[config.mk]
export PLATFORM = sky130hd
export DESIGN_NAME = prs_device_flat
export DESIGN_NICKNAME = d
export VERILOG_FILES = /design/src/prs_pkg.sv /design/src/prs_link_if.sv /design/src/prs_device.sv /design/src/flat_wrapper.sv
export VERILOG_INCLUDE_DIRS = /design/src
export SDC_FILE = /design/constraint.sdc
export NUM_CORES = 1
export LEC_CHECK = 0
export BUFFER_PORTS_ARGS = -buffer_cell sky130_fd_sc_hd__buf_2
export CAP_MARGIN = 5
export CORE_UTILIZATION = 40
export CTS_BUF_LIST = sky130_fd_sc_hd__clkbuf_8
export CTS_CLUSTER_SIZE = 10
export DETAILED_ROUTE_END_ITERATION = 10
export HOLD_SLACK_MARGIN = 0.12
export PLACE_DENSITY = 0.7
export SYNTH_ARGS = -nofsm -noshare
export SYNTH_HDL_FRONTEND = slang
export SYNTH_SLANG_ARGS = --single-unit
[constraint.sdc]
create_clock -name clock -period 4.5 [get_ports clock]
set_input_delay 0 -clock clock [delete_from_list [all_inputs] [get_ports clock]]
set_output_delay 0 -clock clock [all_outputs]
set_load 0.05 [all_outputs]
[src/prs_cfg.svh]
`ifndef PRS_CFG_SVH
`define PRS_CFG_SVH

// ==========================================================
// timebase
`define PRS_CLK_KHZ        25000
`define PRS_DEBOUNCE_MS    50
`define PRS_EXT_DELAY_MS   1
`define PRS_RESET_DELAY_MS 20
`define PRS_CNT_W          21

// ==========================================================
// device register selects and fields
`define PRS_SEL_CTRL_A     2'h0
`define PRS_SEL_CTRL_B     2'h1
`define PRS_SEL_CHG_A      2'h2
`define PRS_SEL_STATUS     2'h3
`define PRS_BUCK_SEQ_DEF   3'h4
`define PRS_LIN_SEQ_DEF    3'h7
`define PRS_CTRL_A_DEF     8'h3c
`define PRS_A_BUCK_MSB     2
`define PRS_A_BUCK_LSB     0
`define PRS_A_LIN_MSB      5
`define PRS_A_LIN_LSB      3
`define PRS_B_MASK         0
`define PRS_B_SAVED        1
`define PRS_B_REQ          2
`define PRS_MASK_DEF       1'b1
`define PRS_C_NTC100K      0

// ==========================================================
// host controller AHB-Lite map
`define PRS_H_CTRL         8'h00
`define PRS_H_STATUS       8'h04
`define PRS_H_CMD          8'h08
`define PRS_H_RESULT       8'h0c
`define PRS_H_CMD_SEL_MSB  9
`define PRS_H_CMD_SEL_LSB  8
`define PRS_H_CMD_RD       16
`define PRS_H_RES_DONE     8

`endif

[src/prs_pkg.sv]
package prs_pkg;
    typedef enum logic [2:0]
    {
        PRS_OFF      = 3'b000,
        PRS_DEBOUNCE = 3'b001,
        PRS_EXTDLY   = 3'b010,
        PRS_WAITLB   = 3'b011,
        PRS_RUN      = 3'b100,
        PRS_DEEP     = 3'b101
    } prs_state_t;

    typedef logic [1:0] prs_sel_t;
    typedef logic [7:0] prs_byte_t;
endpackage

[src/prs_link_if.sv]
`timescale 1ns/1ps
interface prs_link_if;
    import prs_pkg::*;
    logic      keypressOutN;
    logic      powerOkResetOut;
    logic      buckCEnablePin;
    prs_sel_t  regSel;
    logic      regWrEn;
    logic      regRdEn;
    prs_byte_t regWdata;
    prs_byte_t regRdata;

    modport device (output keypressOutN, output powerOkResetOut, output regRdata,
                    input buckCEnablePin, input regSel, input regWrEn, input regRdEn, input regWdata);
    modport host   (input keypressOutN, input powerOkResetOut, input regRdata,
                    output buckCEnablePin, output regSel, output regWrEn, output regRdEn, output regWdata);
endinterface

[src/prs_device.sv]
`timescale 1ns/1ps
`include "prs_cfg.svh"
module prs_device
    import prs_pkg::*;
#(
    parameter int DEBOUNCE_CYC = `PRS_DEBOUNCE_MS * `PRS_CLK_KHZ,
    parameter int EXT_CYC      = `PRS_EXT_DELAY_MS * `PRS_CLK_KHZ,
    parameter int RESET_CYC    = `PRS_RESET_DELAY_MS * `PRS_CLK_KHZ
)
(
    input  wire logic  clock,
    input  wire logic  rst,
    input  wire logic  ce,
    prs_link_if.device link,
    input  wire logic  buttonSenseInN,
    input  wire logic  uvloIn,
    input  wire logic  linearBGood,
    input  wire logic  buckAGood,
    input  wire logic  ntcColdIn,
    input  wire logic  ntcHotIn,
    output logic       batteryFetOn,
    output logic       extRegulatorEnable,
    output logic       linearBEnable,
    output logic       buckCEnable,
    output logic       buckAEnable,
    output logic       buckBEnable,
    output logic       linearAEnable,
    output logic       chargeSuspend,
    output logic       ntcSelect100k
);
    localparam logic [`PRS_CNT_W-1:0] DEB_C = `PRS_CNT_W'(DEBOUNCE_CYC);
    localparam logic [`PRS_CNT_W-1:0] EXT_C = `PRS_CNT_W'(EXT_CYC - 1);
    localparam logic [`PRS_CNT_W-1:0] RST_C = `PRS_CNT_W'(RESET_CYC);

    // ==========================================================
    // state
    prs_state_t             state_reg;
    prs_state_t             state_next;
    logic [`PRS_CNT_W-1:0]  pressCnt_reg;
    logic [`PRS_CNT_W-1:0]  pressCnt_next;
    logic [`PRS_CNT_W-1:0]  seqCnt_reg;
    logic [`PRS_CNT_W-1:0]  seqCnt_next;
    logic [6:0]             rails_reg;
    logic [6:0]             rails_next;
    logic                   powerOk_reg;
    logic                   keypressN_reg;
    logic                   suspend_reg;
    prs_byte_t              ctrlA_reg;
    prs_byte_t              ctrlA_next;
    logic                   mask_reg;
    logic                   mask_next;
    logic                   saved_reg;
    logic                   saved_next;
    logic                   request_reg;
    logic                   request_next;
    logic                   ntc100k_reg;
    logic                   ntc100k_next;
    prs_byte_t              rdata_reg;

    // ==========================================================
    // decode
    wire logic       pressed     = (pressCnt_reg == DEB_C);
    wire logic       extDone     = (seqCnt_reg == EXT_C);
    wire logic       rstDone     = (seqCnt_reg == RST_C);
    wire logic [2:0] buckSeq     = ctrlA_reg[`PRS_A_BUCK_MSB:`PRS_A_BUCK_LSB];
    wire logic [2:0] linSeq      = ctrlA_reg[`PRS_A_LIN_MSB:`PRS_A_LIN_LSB];
    wire logic       seqSelected = (buckSeq == `PRS_BUCK_SEQ_DEF) && (linSeq == `PRS_LIN_SEQ_DEF);
    wire logic       wrA         = link.regWrEn && (link.regSel == `PRS_SEL_CTRL_A);
    wire logic       wrB         = link.regWrEn && (link.regSel == `PRS_SEL_CTRL_B);
    wire logic       wrC         = link.regWrEn && (link.regSel == `PRS_SEL_CHG_A);
    wire logic       wakeClear   = (state_reg == PRS_DEEP) && pressed;
    wire prs_byte_t  ctrlBView   = {5'h00, request_reg, saved_reg, mask_reg};
    wire prs_byte_t  statusView  = {3'h0, keypressN_reg, powerOk_reg, state_reg};

    wire prs_byte_t  rdMux;
    assign rdMux = (link.regSel == `PRS_SEL_CTRL_A) ? ctrlA_reg :
                   (link.regSel == `PRS_SEL_CTRL_B) ? ctrlBView :
                   (link.regSel == `PRS_SEL_CHG_A)  ? {7'h00, ntc100k_reg} : statusView;

    // ==========================================================
    // registers; a host write wins over the wake-up clear
    assign ctrlA_next   = uvloIn ? `PRS_CTRL_A_DEF : (wrA ? link.regWdata : ctrlA_reg);
    assign mask_next    = uvloIn ? `PRS_MASK_DEF : (wrB ? link.regWdata[`PRS_B_MASK] : mask_reg);
    assign saved_next   = uvloIn ? 1'b0 : (wrB ? link.regWdata[`PRS_B_SAVED] : saved_reg);
    assign request_next = uvloIn ? 1'b0 :
                          wrB ? link.regWdata[`PRS_B_REQ] :
                          (wakeClear ? 1'b0 : request_reg);
    assign ntc100k_next = uvloIn ? 1'b0 : (wrC ? link.regWdata[`PRS_C_NTC100K] : ntc100k_reg);

    // ==========================================================
    // debounce counter runs in every state, including off
    assign pressCnt_next = buttonSenseInN ? '0 :
                           (pressed ? pressCnt_reg : pressCnt_reg + `PRS_CNT_W'(1));

    // ==========================================================
    // sequencer
    always_comb
    begin
        state_next = state_reg;
        case (state_reg)
            PRS_OFF:
                if (!buttonSenseInN)
                    state_next = PRS_DEBOUNCE;
            PRS_DEBOUNCE:
                if (buttonSenseInN)
                    state_next = PRS_OFF;
                else if (pressed)
                    state_next = PRS_EXTDLY;
            PRS_EXTDLY:
                if (extDone)
                    state_next = seqSelected ? PRS_WAITLB : PRS_RUN;
            PRS_WAITLB:
                if (linearBGood)
                    state_next = PRS_RUN;
            PRS_RUN:
                if (request_reg)
                    state_next = PRS_DEEP;
            PRS_DEEP:
                if (pressed)
                    state_next = PRS_EXTDLY;
            default:
                state_next = PRS_OFF;
        endcase
        if (uvloIn)
            state_next = PRS_OFF;
    end

    always_comb
    begin
        seqCnt_next = '0;
        if (state_next == state_reg)
        begin
            if (state_reg == PRS_EXTDLY)
                seqCnt_next = seqCnt_reg + `PRS_CNT_W'(1);
            else if (state_reg == PRS_RUN && buckAGood)
                seqCnt_next = rstDone ? seqCnt_reg : seqCnt_reg + `PRS_CNT_W'(1);
        end
    end

    // rails: {fet, ext, linB, buckC, buckA, buckB, linA}
    wire logic onNext   = (state_next != PRS_OFF);
    wire logic seqOn    = (state_next == PRS_EXTDLY) || (state_next == PRS_WAITLB) || (state_next == PRS_RUN);
    wire logic linBOn   = (state_next == PRS_WAITLB) || (state_next == PRS_RUN);
    wire logic runNext  = (state_next == PRS_RUN);
    wire logic buckBOn  = runNext || (state_next == PRS_DEEP) || (rails_reg[1] && onNext);
    assign rails_next = {onNext,
                         seqOn,
                         linBOn,
                         linBOn && (mask_reg || link.buckCEnablePin),
                         runNext,
                         buckBOn,
                         runNext && link.buckCEnablePin};

    wire logic powerOkNext = (state_reg == PRS_RUN) && rstDone && buckAGood && !request_reg;
    wire logic keypressNext = !(pressed && onNext);

    // ==========================================================
    // flops
    always_ff @(posedge clock or posedge rst)
    begin
        if (rst)
        begin
            state_reg     <= PRS_OFF;
            pressCnt_reg  <= '0;
            seqCnt_reg    <= '0;
            rails_reg     <= '0;
            powerOk_reg   <= 1'b0;
            keypressN_reg <= 1'b1;
            suspend_reg   <= 1'b0;
            rdata_reg     <= '0;
        end
        else if (ce)
        begin
            state_reg     <= state_next;
            pressCnt_reg  <= pressCnt_next;
            seqCnt_reg    <= seqCnt_next;
            rails_reg     <= rails_next;
            powerOk_reg   <= powerOkNext;
            keypressN_reg <= keypressNext;
            suspend_reg   <= ntcColdIn || ntcHotIn;
            if (link.regRdEn)
                rdata_reg <= rdMux;
        end
    end

    always_ff @(posedge clock or posedge rst)
    begin
        if (rst)
        begin
            ctrlA_reg   <= `PRS_CTRL_A_DEF;
            mask_reg    <= `PRS_MASK_DEF;
            saved_reg   <= 1'b0;
            request_reg <= 1'b0;
            ntc100k_reg <= 1'b0;
        end
        else if (ce)
        begin
            ctrlA_reg   <= ctrlA_next;
            mask_reg    <= mask_next;
            saved_reg   <= saved_next;
            request_reg <= request_next;
            ntc100k_reg <= ntc100k_next;
        end
    end

    // ==========================================================
    // outputs
    assign batteryFetOn         = rails_reg[6];
    assign extRegulatorEnable   = rails_reg[5];
    assign linearBEnable        = rails_reg[4];
    assign buckCEnable          = rails_reg[3];
    assign buckAEnable          = rails_reg[2];
    assign buckBEnable          = rails_reg[1];
    assign linearAEnable        = rails_reg[0];
    assign chargeSuspend        = suspend_reg;
    assign ntcSelect100k        = ntc100k_reg;
    assign link.keypressOutN    = keypressN_reg;
    assign link.powerOkResetOut = powerOk_reg;
    assign link.regRdata        = rdata_reg;
endmodule

[src/flat_wrapper.sv]
// flat-port wrapper written by rule: the top's interface ports become plain ports
module prs_device_flat import prs_pkg::*;
#(
    parameter int DEBOUNCE_CYC = `PRS_DEBOUNCE_MS * `PRS_CLK_KHZ,
    parameter int EXT_CYC      = `PRS_EXT_DELAY_MS * `PRS_CLK_KHZ,
    parameter int RESET_CYC    = `PRS_RESET_DELAY_MS * `PRS_CLK_KHZ
)
  (clock, rst, ce, buttonSenseInN, uvloIn, linearBGood, buckAGood, ntcColdIn, ntcHotIn, batteryFetOn, extRegulatorEnable, linearBEnable, buckCEnable, buckAEnable, buckBEnable, linearAEnable, chargeSuspend, ntcSelect100k, link_keypressOutN, link_powerOkResetOut, link_regRdata, link_buckCEnablePin, link_regSel, link_regWrEn, link_regRdEn, link_regWdata);
  prs_link_if link_i ();
  input  wire logic clock;
  input  wire logic rst;
  input  wire logic ce;
  input  wire logic buttonSenseInN;
  input  wire logic uvloIn;
  input  wire logic linearBGood;
  input  wire logic buckAGood;
  input  wire logic ntcColdIn;
  input  wire logic ntcHotIn;
  output logic batteryFetOn;
  output logic extRegulatorEnable;
  output logic linearBEnable;
  output logic buckCEnable;
  output logic buckAEnable;
  output logic buckBEnable;
  output logic linearAEnable;
  output logic chargeSuspend;
  output logic ntcSelect100k;
  output wire logic [$bits(link_i.keypressOutN)-1:0] link_keypressOutN;
  output wire logic [$bits(link_i.powerOkResetOut)-1:0] link_powerOkResetOut;
  output wire logic [$bits(link_i.regRdata)-1:0] link_regRdata;
  input wire logic [$bits(link_i.buckCEnablePin)-1:0] link_buckCEnablePin;
  input wire logic [$bits(link_i.regSel)-1:0] link_regSel;
  input wire logic [$bits(link_i.regWrEn)-1:0] link_regWrEn;
  input wire logic [$bits(link_i.regRdEn)-1:0] link_regRdEn;
  input wire logic [$bits(link_i.regWdata)-1:0] link_regWdata;
  assign link_keypressOutN = link_i.keypressOutN;
  assign link_powerOkResetOut = link_i.powerOkResetOut;
  assign link_regRdata = link_i.regRdata;
  assign link_i.buckCEnablePin = link_buckCEnablePin;
  assign link_i.regSel = link_regSel;
  assign link_i.regWrEn = link_regWrEn;
  assign link_i.regRdEn = link_regRdEn;
  assign link_i.regWdata = link_regWdata;
  prs_device #(.DEBOUNCE_CYC(DEBOUNCE_CYC), .EXT_CYC(EXT_CYC), .RESET_CYC(RESET_CYC)) u_core (.clock(clock), .rst(rst), .ce(ce), .link(link_i), .buttonSenseInN(buttonSenseInN), .uvloIn(uvloIn), .linearBGood(linearBGood), .buckAGood(buckAGood), .ntcColdIn(ntcColdIn), .ntcHotIn(ntcHotIn), .batteryFetOn(batteryFetOn), .extRegulatorEnable(extRegulatorEnable), .linearBEnable(linearBEnable), .buckCEnable(buckCEnable), .buckAEnable(buckAEnable), .buckBEnable(buckBEnable), .linearAEnable(linearAEnable), .chargeSuspend(chargeSuspend), .ntcSelect100k(ntcSelect100k));
endmodule
* After elaboration in Yosys (flattened, before gate mapping)
Cells that the tools add are included.
** Storage, ports and cells
- Flip-flop bits (word level) :: 75
- Input port bits :: 22
- Output and inout bits :: 19
** Operators by class
- $add $sub $neg :: 2
- Eq/ne operators :: 19
- Muxes and demuxes :: 29
- Reductions and logical operators :: 36
** Operators with widths (number)
- $mux W21 :: 6
- $add A21 B1 Y21 const B :: 2
- $mux W8 :: 4
- $mux W3 :: 8
- $eq A21 B15 Y1 const B :: 1
- $eq A21 B19 Y1 const B :: 1
- $eq A21 B21 Y1 const B :: 1
- $eq A3 B3 Y1 const B :: 6
- $pmux W3 S6 :: 1
- $reduce_and A2 Y1 :: 7
- $logic_and A1 B1 Y1 :: 13
- $eq A3 B2 Y1 const B :: 4
- $mux W1 :: 9
- $logic_or A1 B1 Y1 :: 7
- $reduce_bool A2 Y1 :: 3
- $reduce_bool A3 Y1 :: 2
- $mux W5 :: 1
- $ne A4 B4 Y1 const B :: 1
- $eq A3 B1 Y1 const B :: 1
- $eq A3 B3 Y1 :: 1
- $logic_not A3 Y1 :: 1
- $eq A2 B1 Y1 const B :: 1
- $eq A2 B2 Y1 const B :: 1
- $logic_not A1 Y1 :: 2
- 2 further kinds :: 2

* Longest topological paths before layout
- Word-level depth :: 9
- Mapped depth :: 9
- Depth with buffers taken out :: 8

* Least setup slack after synthesis
No wires, ideal clock.
- Path type :: register to register
- Start :: reg u_core.pressCnt_reg[0]
- End :: reg u_core.seqCnt_reg[2]
- Setup time :: 0.138 ns
- Arrival time :: 2.059 ns
- Path slack :: 2.303 ns
- Stages on the path, launching flop included :: 10
- Path buffers :: 1
- Cell sequence :: dfrtp_1 -> inv_1 -> ha_1 -> and4bb_2 -> nand4_2 -> nor3_2 -> a221oi_4 -> a21oi_1 -> buf_2 -> o221ai_1
** Between the ends
- Word-level cells in the longest chain between the ends :: 8
** Ends and longest elaborated chain
- from (decl) :: line prs_device.sv:39 : logic [`PRS_CNT_W-1:0] pressCnt_reg;
- from (signal assigned) :: line prs_device.sv:175 : pressCnt_reg <= pressCnt_next;
- $eq A21 B21 Y1 * :: line prs_device.sv:62 : wire logic pressed = (pressCnt_reg == DEB_C);
- $mux W3 * :: line prs_device.sv:107, prs_device.sv:119
- $mux W3 :: line prs_device.sv:105 : if (buttonSenseInN)
- $pmux W3 S6 * :: line prs_device.sv:100 : case (state_reg)
- $mux W3 * :: line prs_device.sv:124 : if (uvloIn)
- $eq A3 B3 Y1 * :: line prs_device.sv:131 : if (state_next == state_reg)
- $ne A4 B4 Y1 (no line)
- $reduce_and A2 Y1 (no line)
- to (signal assigned) :: line prs_device.sv:176 : seqCnt_reg <= seqCnt_next;
- to (decl) :: line prs_device.sv:41 : logic [`PRS_CNT_W-1:0] seqCnt_reg;
Mark *: on every way between the ends. The rest lies on a longest branch, timed or not.
A chain may end at the register's enable or synchronous reset.

* Worst setup path after layout
- Start :: reg u_core.ctrlA_reg[4]
- End :: reg u_core.seqCnt_reg[19]
** Between the ends
- Word-level cells in the longest chain between the ends :: 9
** Ends and longest elaborated chain
- from (decl) :: line prs_device.sv:48 : prs_byte_t ctrlA_reg;
- from (signal assigned) :: line prs_device.sv:190 : ctrlA_reg <= `PRS_CTRL_A_DEF;
- from (signal assigned) :: line prs_device.sv:198 : ctrlA_reg <= ctrlA_next;
- $eq A3 B3 Y1 (no line) *
- $logic_and A1 B1 Y1 * :: line prs_device.sv:67 : wire logic seqSelected = (buckSeq == `PRS_BUCK_SEQ_DEF) && (linSeq == `PRS_LIN_SEQ_DEF);
- $mux W3 * :: line prs_device.sv:111 : state_next = seqSelected ? PRS_WAITLB : PRS_RUN;
- $mux W3 * :: line prs_device.sv:110 : if (extDone)
- $pmux W3 S6 * :: line prs_device.sv:100
- $mux W3 * :: line prs_device.sv:124
- $eq A3 B3 Y1 * :: line prs_device.sv:131
- $ne A4 B4 Y1 (no line)
- $reduce_and A2 Y1 (no line)
Marked as above.

==> metrics.txt <==
status finished clean; Root Driver clkbuf_8; Mapped Cells 479; CP cell instances nand4b_1 -> o311ai_1 -> nor2_1 -> a211oi_2 -> nand2_1 -> o221ai_1; Worst path slowest cell a211oi_2; initial antenna violation count 0; largest net degree at the start of global routing 39; synth top area cells dfrtp_1 40%, nand2_1 4.3%, dfstp_2 3.6%; Worst path max stage delay 0.76 ns; vias in the first global route 3654; maximum VDD drop about 0.15 mV; Post-Synthesis Cell Area 4360 um^2; Req. time, crit path 4.75 ns; ys flop type dfrtp_1; critical path endpoint category flop; final setup TNS 0 ns; gr ovfl total 0; number of synthesized flops with an enable pin 0; CTS tree yes; total setup buffers inserted after CTS 0; fillers 1007; IO Count 41; Final Slew Violations 0; Post-DP Area around 4700 um^2; DRC Markers 0; area grow syn2layout 15.1%; Final setup viols 0; routed via count 3820; slew margin rel. 28.8%; Starting Density between 40% and 50%; CTS clock-pin slew for the worst setup and hold paths approximately 0.080 ns; Buf/Inv on CP 0; port buffer count 40; worst skew pair latency 0.35 ns; Async S/R FF share, synth 100%; Hold Fails Final Rpt 0; average cell area after synthesis 9.11 um^2; footprint of the multi-input gates between 2000 and 2500 um^2; DR WL/cell 15.6 um; clock buffer count from CTS 9; Pwr Density 280 nW/um^2; syn nets 505; die height 106 um; RSZ-0062 raised after global routing no; post-synthesis xor/xnor area fraction ~2.6%; layout cells sized above 1 16.4%; total wire length 10.5 mm; first drt pass iteration count 5; H-tree depth 3; Sink Count 75; register area share after synthesis 43.2%; CTS max path bufs 2; Slew @ Worst Pin around 1.1 ns; Leak 2.08 nW; period utilisation layout between 60% and 70%; Final min period 2.91 ns; Antenna Cells 0; final instance area 5020 um^2; final cell count without fillers 672; DRC marker count from the first detailed-route iteration 344; Die ar. between 10000 and 15000 um^2; hold crit path type primary input to flop; Synth Area in Adders around 1.1%; first-pass GRT wire length 17.7 mm; mux contribution to synthesized area under 10%; top cells by count, synth 69 x dfrtp_1, 50 x nand2_1, 40 x nor2_1; Crit path max-delay family compound AO/OA/AOI/OAI gates; Die Width roughly 110 um; Tot GR Track Use 19.6%; Synth Register Bits 75; post-synthesis simple-gate area fraction 28.4%; Worst EP arrival 3.16 ns; Cell Rows 37; Achievable Freq 0.344 GHz; core area ~10000 um^2; Detail Route Antenna Nets 0; Nets 557; largest family of logic cells by synthesized area simple AND/OR/NAND/NOR gates; placer's final routability congestion estimate roughly 0.8; synth warn 0; post-DP HPWL 7.15 mm; DP Cell Count 638; Synth top area share 39.6%; crit path launch type flop; register area between 1500 and 2000 um^2; most common cell in the synthesized netlist dfrtp_1; max cap viols 0; CP max FO 13; worst-case clock skew between 0.01 and 0.015 ns; compound-cell area share of the yosys netlist 16.7%; post-cts resize count 0; crit path kind flop to flop; Synth area leader dfrtp_1; Yosys cell types 70; Avg Vias per Cell 5.68
## logic make-up (layout without fill, tap and decap cells)
logic type	after synthesis	count (layout)
AOI/OAI and AO/OA	100	100
buffers and inverters	61	118
adders and majority gates	4	4
xor gates and xnor gates	13	13
and+or+nand+nor	219	219
muxes	7	7
DFF	75	75
## cell type report
cell class / count / share of cell area (%)
sequential: 75 / 37.5
multi-input combinational: 343 / 44.1
inverter: 39 / 2.91
tap: 136 / 3.39
timing repair buffer: 63 / 8.32
clock buffer: 9 / 2.47
clock inverter: 7 / 1.27
## per-layer routing
metal / GRT usage [%] / vias to the layer above / share of wire, %
met5: 0 / - / 0
met4: 3.72 / 0 / 0.72
met3: 4.48 / 12 / 4.5
met2: 32.4 / 99 / 48
met1: 26.5 / 1872 / 46
li1: - / 1837 / -
## placed cells by master, fill, tap and decap left out, types with 5 or more instances in the layout
master         instances
xnor2_1               13
nand4_1               16
buf_2                 40
dfrtp_1               69
nor4_1                 5
nand2_1               50
o21ai_0               24
dfstp_2                6
nor2_1                40
mux2i_1                5
clkbuf_8               9
a21oi_1               17
buf_4                  5
a22o_1                 5
inv_1                 40
or3_1                 10
o211ai_1               6
nand2b_1               7
nor3_1                22
dlygate4sd3_1         18
nand3_1               22
o221ai_1              13
## metrics by stage
step	util, %	worst slack (ns)	power [mW]	hold WS (ns)
floorplan	-	2.30	0.852	0.122
global placement	44.5	1.82	0.895	0.197
detailed placement	44.5	1.67	0.900	0.216
CTS	48.0	1.64	1.42	0.121
global route	48.0	1.35	1.47	0.144
finish	48.0	1.59	1.40	0.136
## report_power, final
part	total (mW)	switching, mW	internal (mW)
registers	0.730	0.0253	0.705
clock network	0.506	0.255	0.251
logic	0.169	0.111	0.0570
total	1.40	0.392	1.01
## worst paths after layout
kind | startpoint | cells past startpoint | endpoint | slack, ns
worst min-delay path | ce | 2 | u_core.chargeSuspend$_DFFE_PP0P_ | 0.14
worst min register to register | u_core.link.regRdata[1]$_DFFE_PP0P_ | 2 | u_core.link.regRdata[1]$_DFFE_PP0P_ | 0.48
worst max register to register | u_core.ctrlA_reg[4]$_DFFE_PP1P_ | 6 | u_core.seqCnt_reg[19]$_DFFE_PP0P_ | 1.59
max in group asynchronous | rst | 4 | u_core.ctrlA_reg[4]$_DFFE_PP1P_ | 3.10
min in group asynchronous | rst | 3 | u_core.pressCnt_reg[16]$_DFFE_PP0P_ | 0.35
worst max-delay path | u_core.ctrlA_reg[4]$_DFFE_PP1P_ | 6 | u_core.seqCnt_reg[19]$_DFFE_PP0P_ | 1.59
## timing repair
| action | 4_1_cts | 5_1_grt |
|---|---|---|
| hold buffers | 18 | 0 |
| hold endpoints to repair | 58 | 0 |
| setup endpoints to repair | 0 | 0 |
No activity file was read; power rests on OpenSTA's default activity.
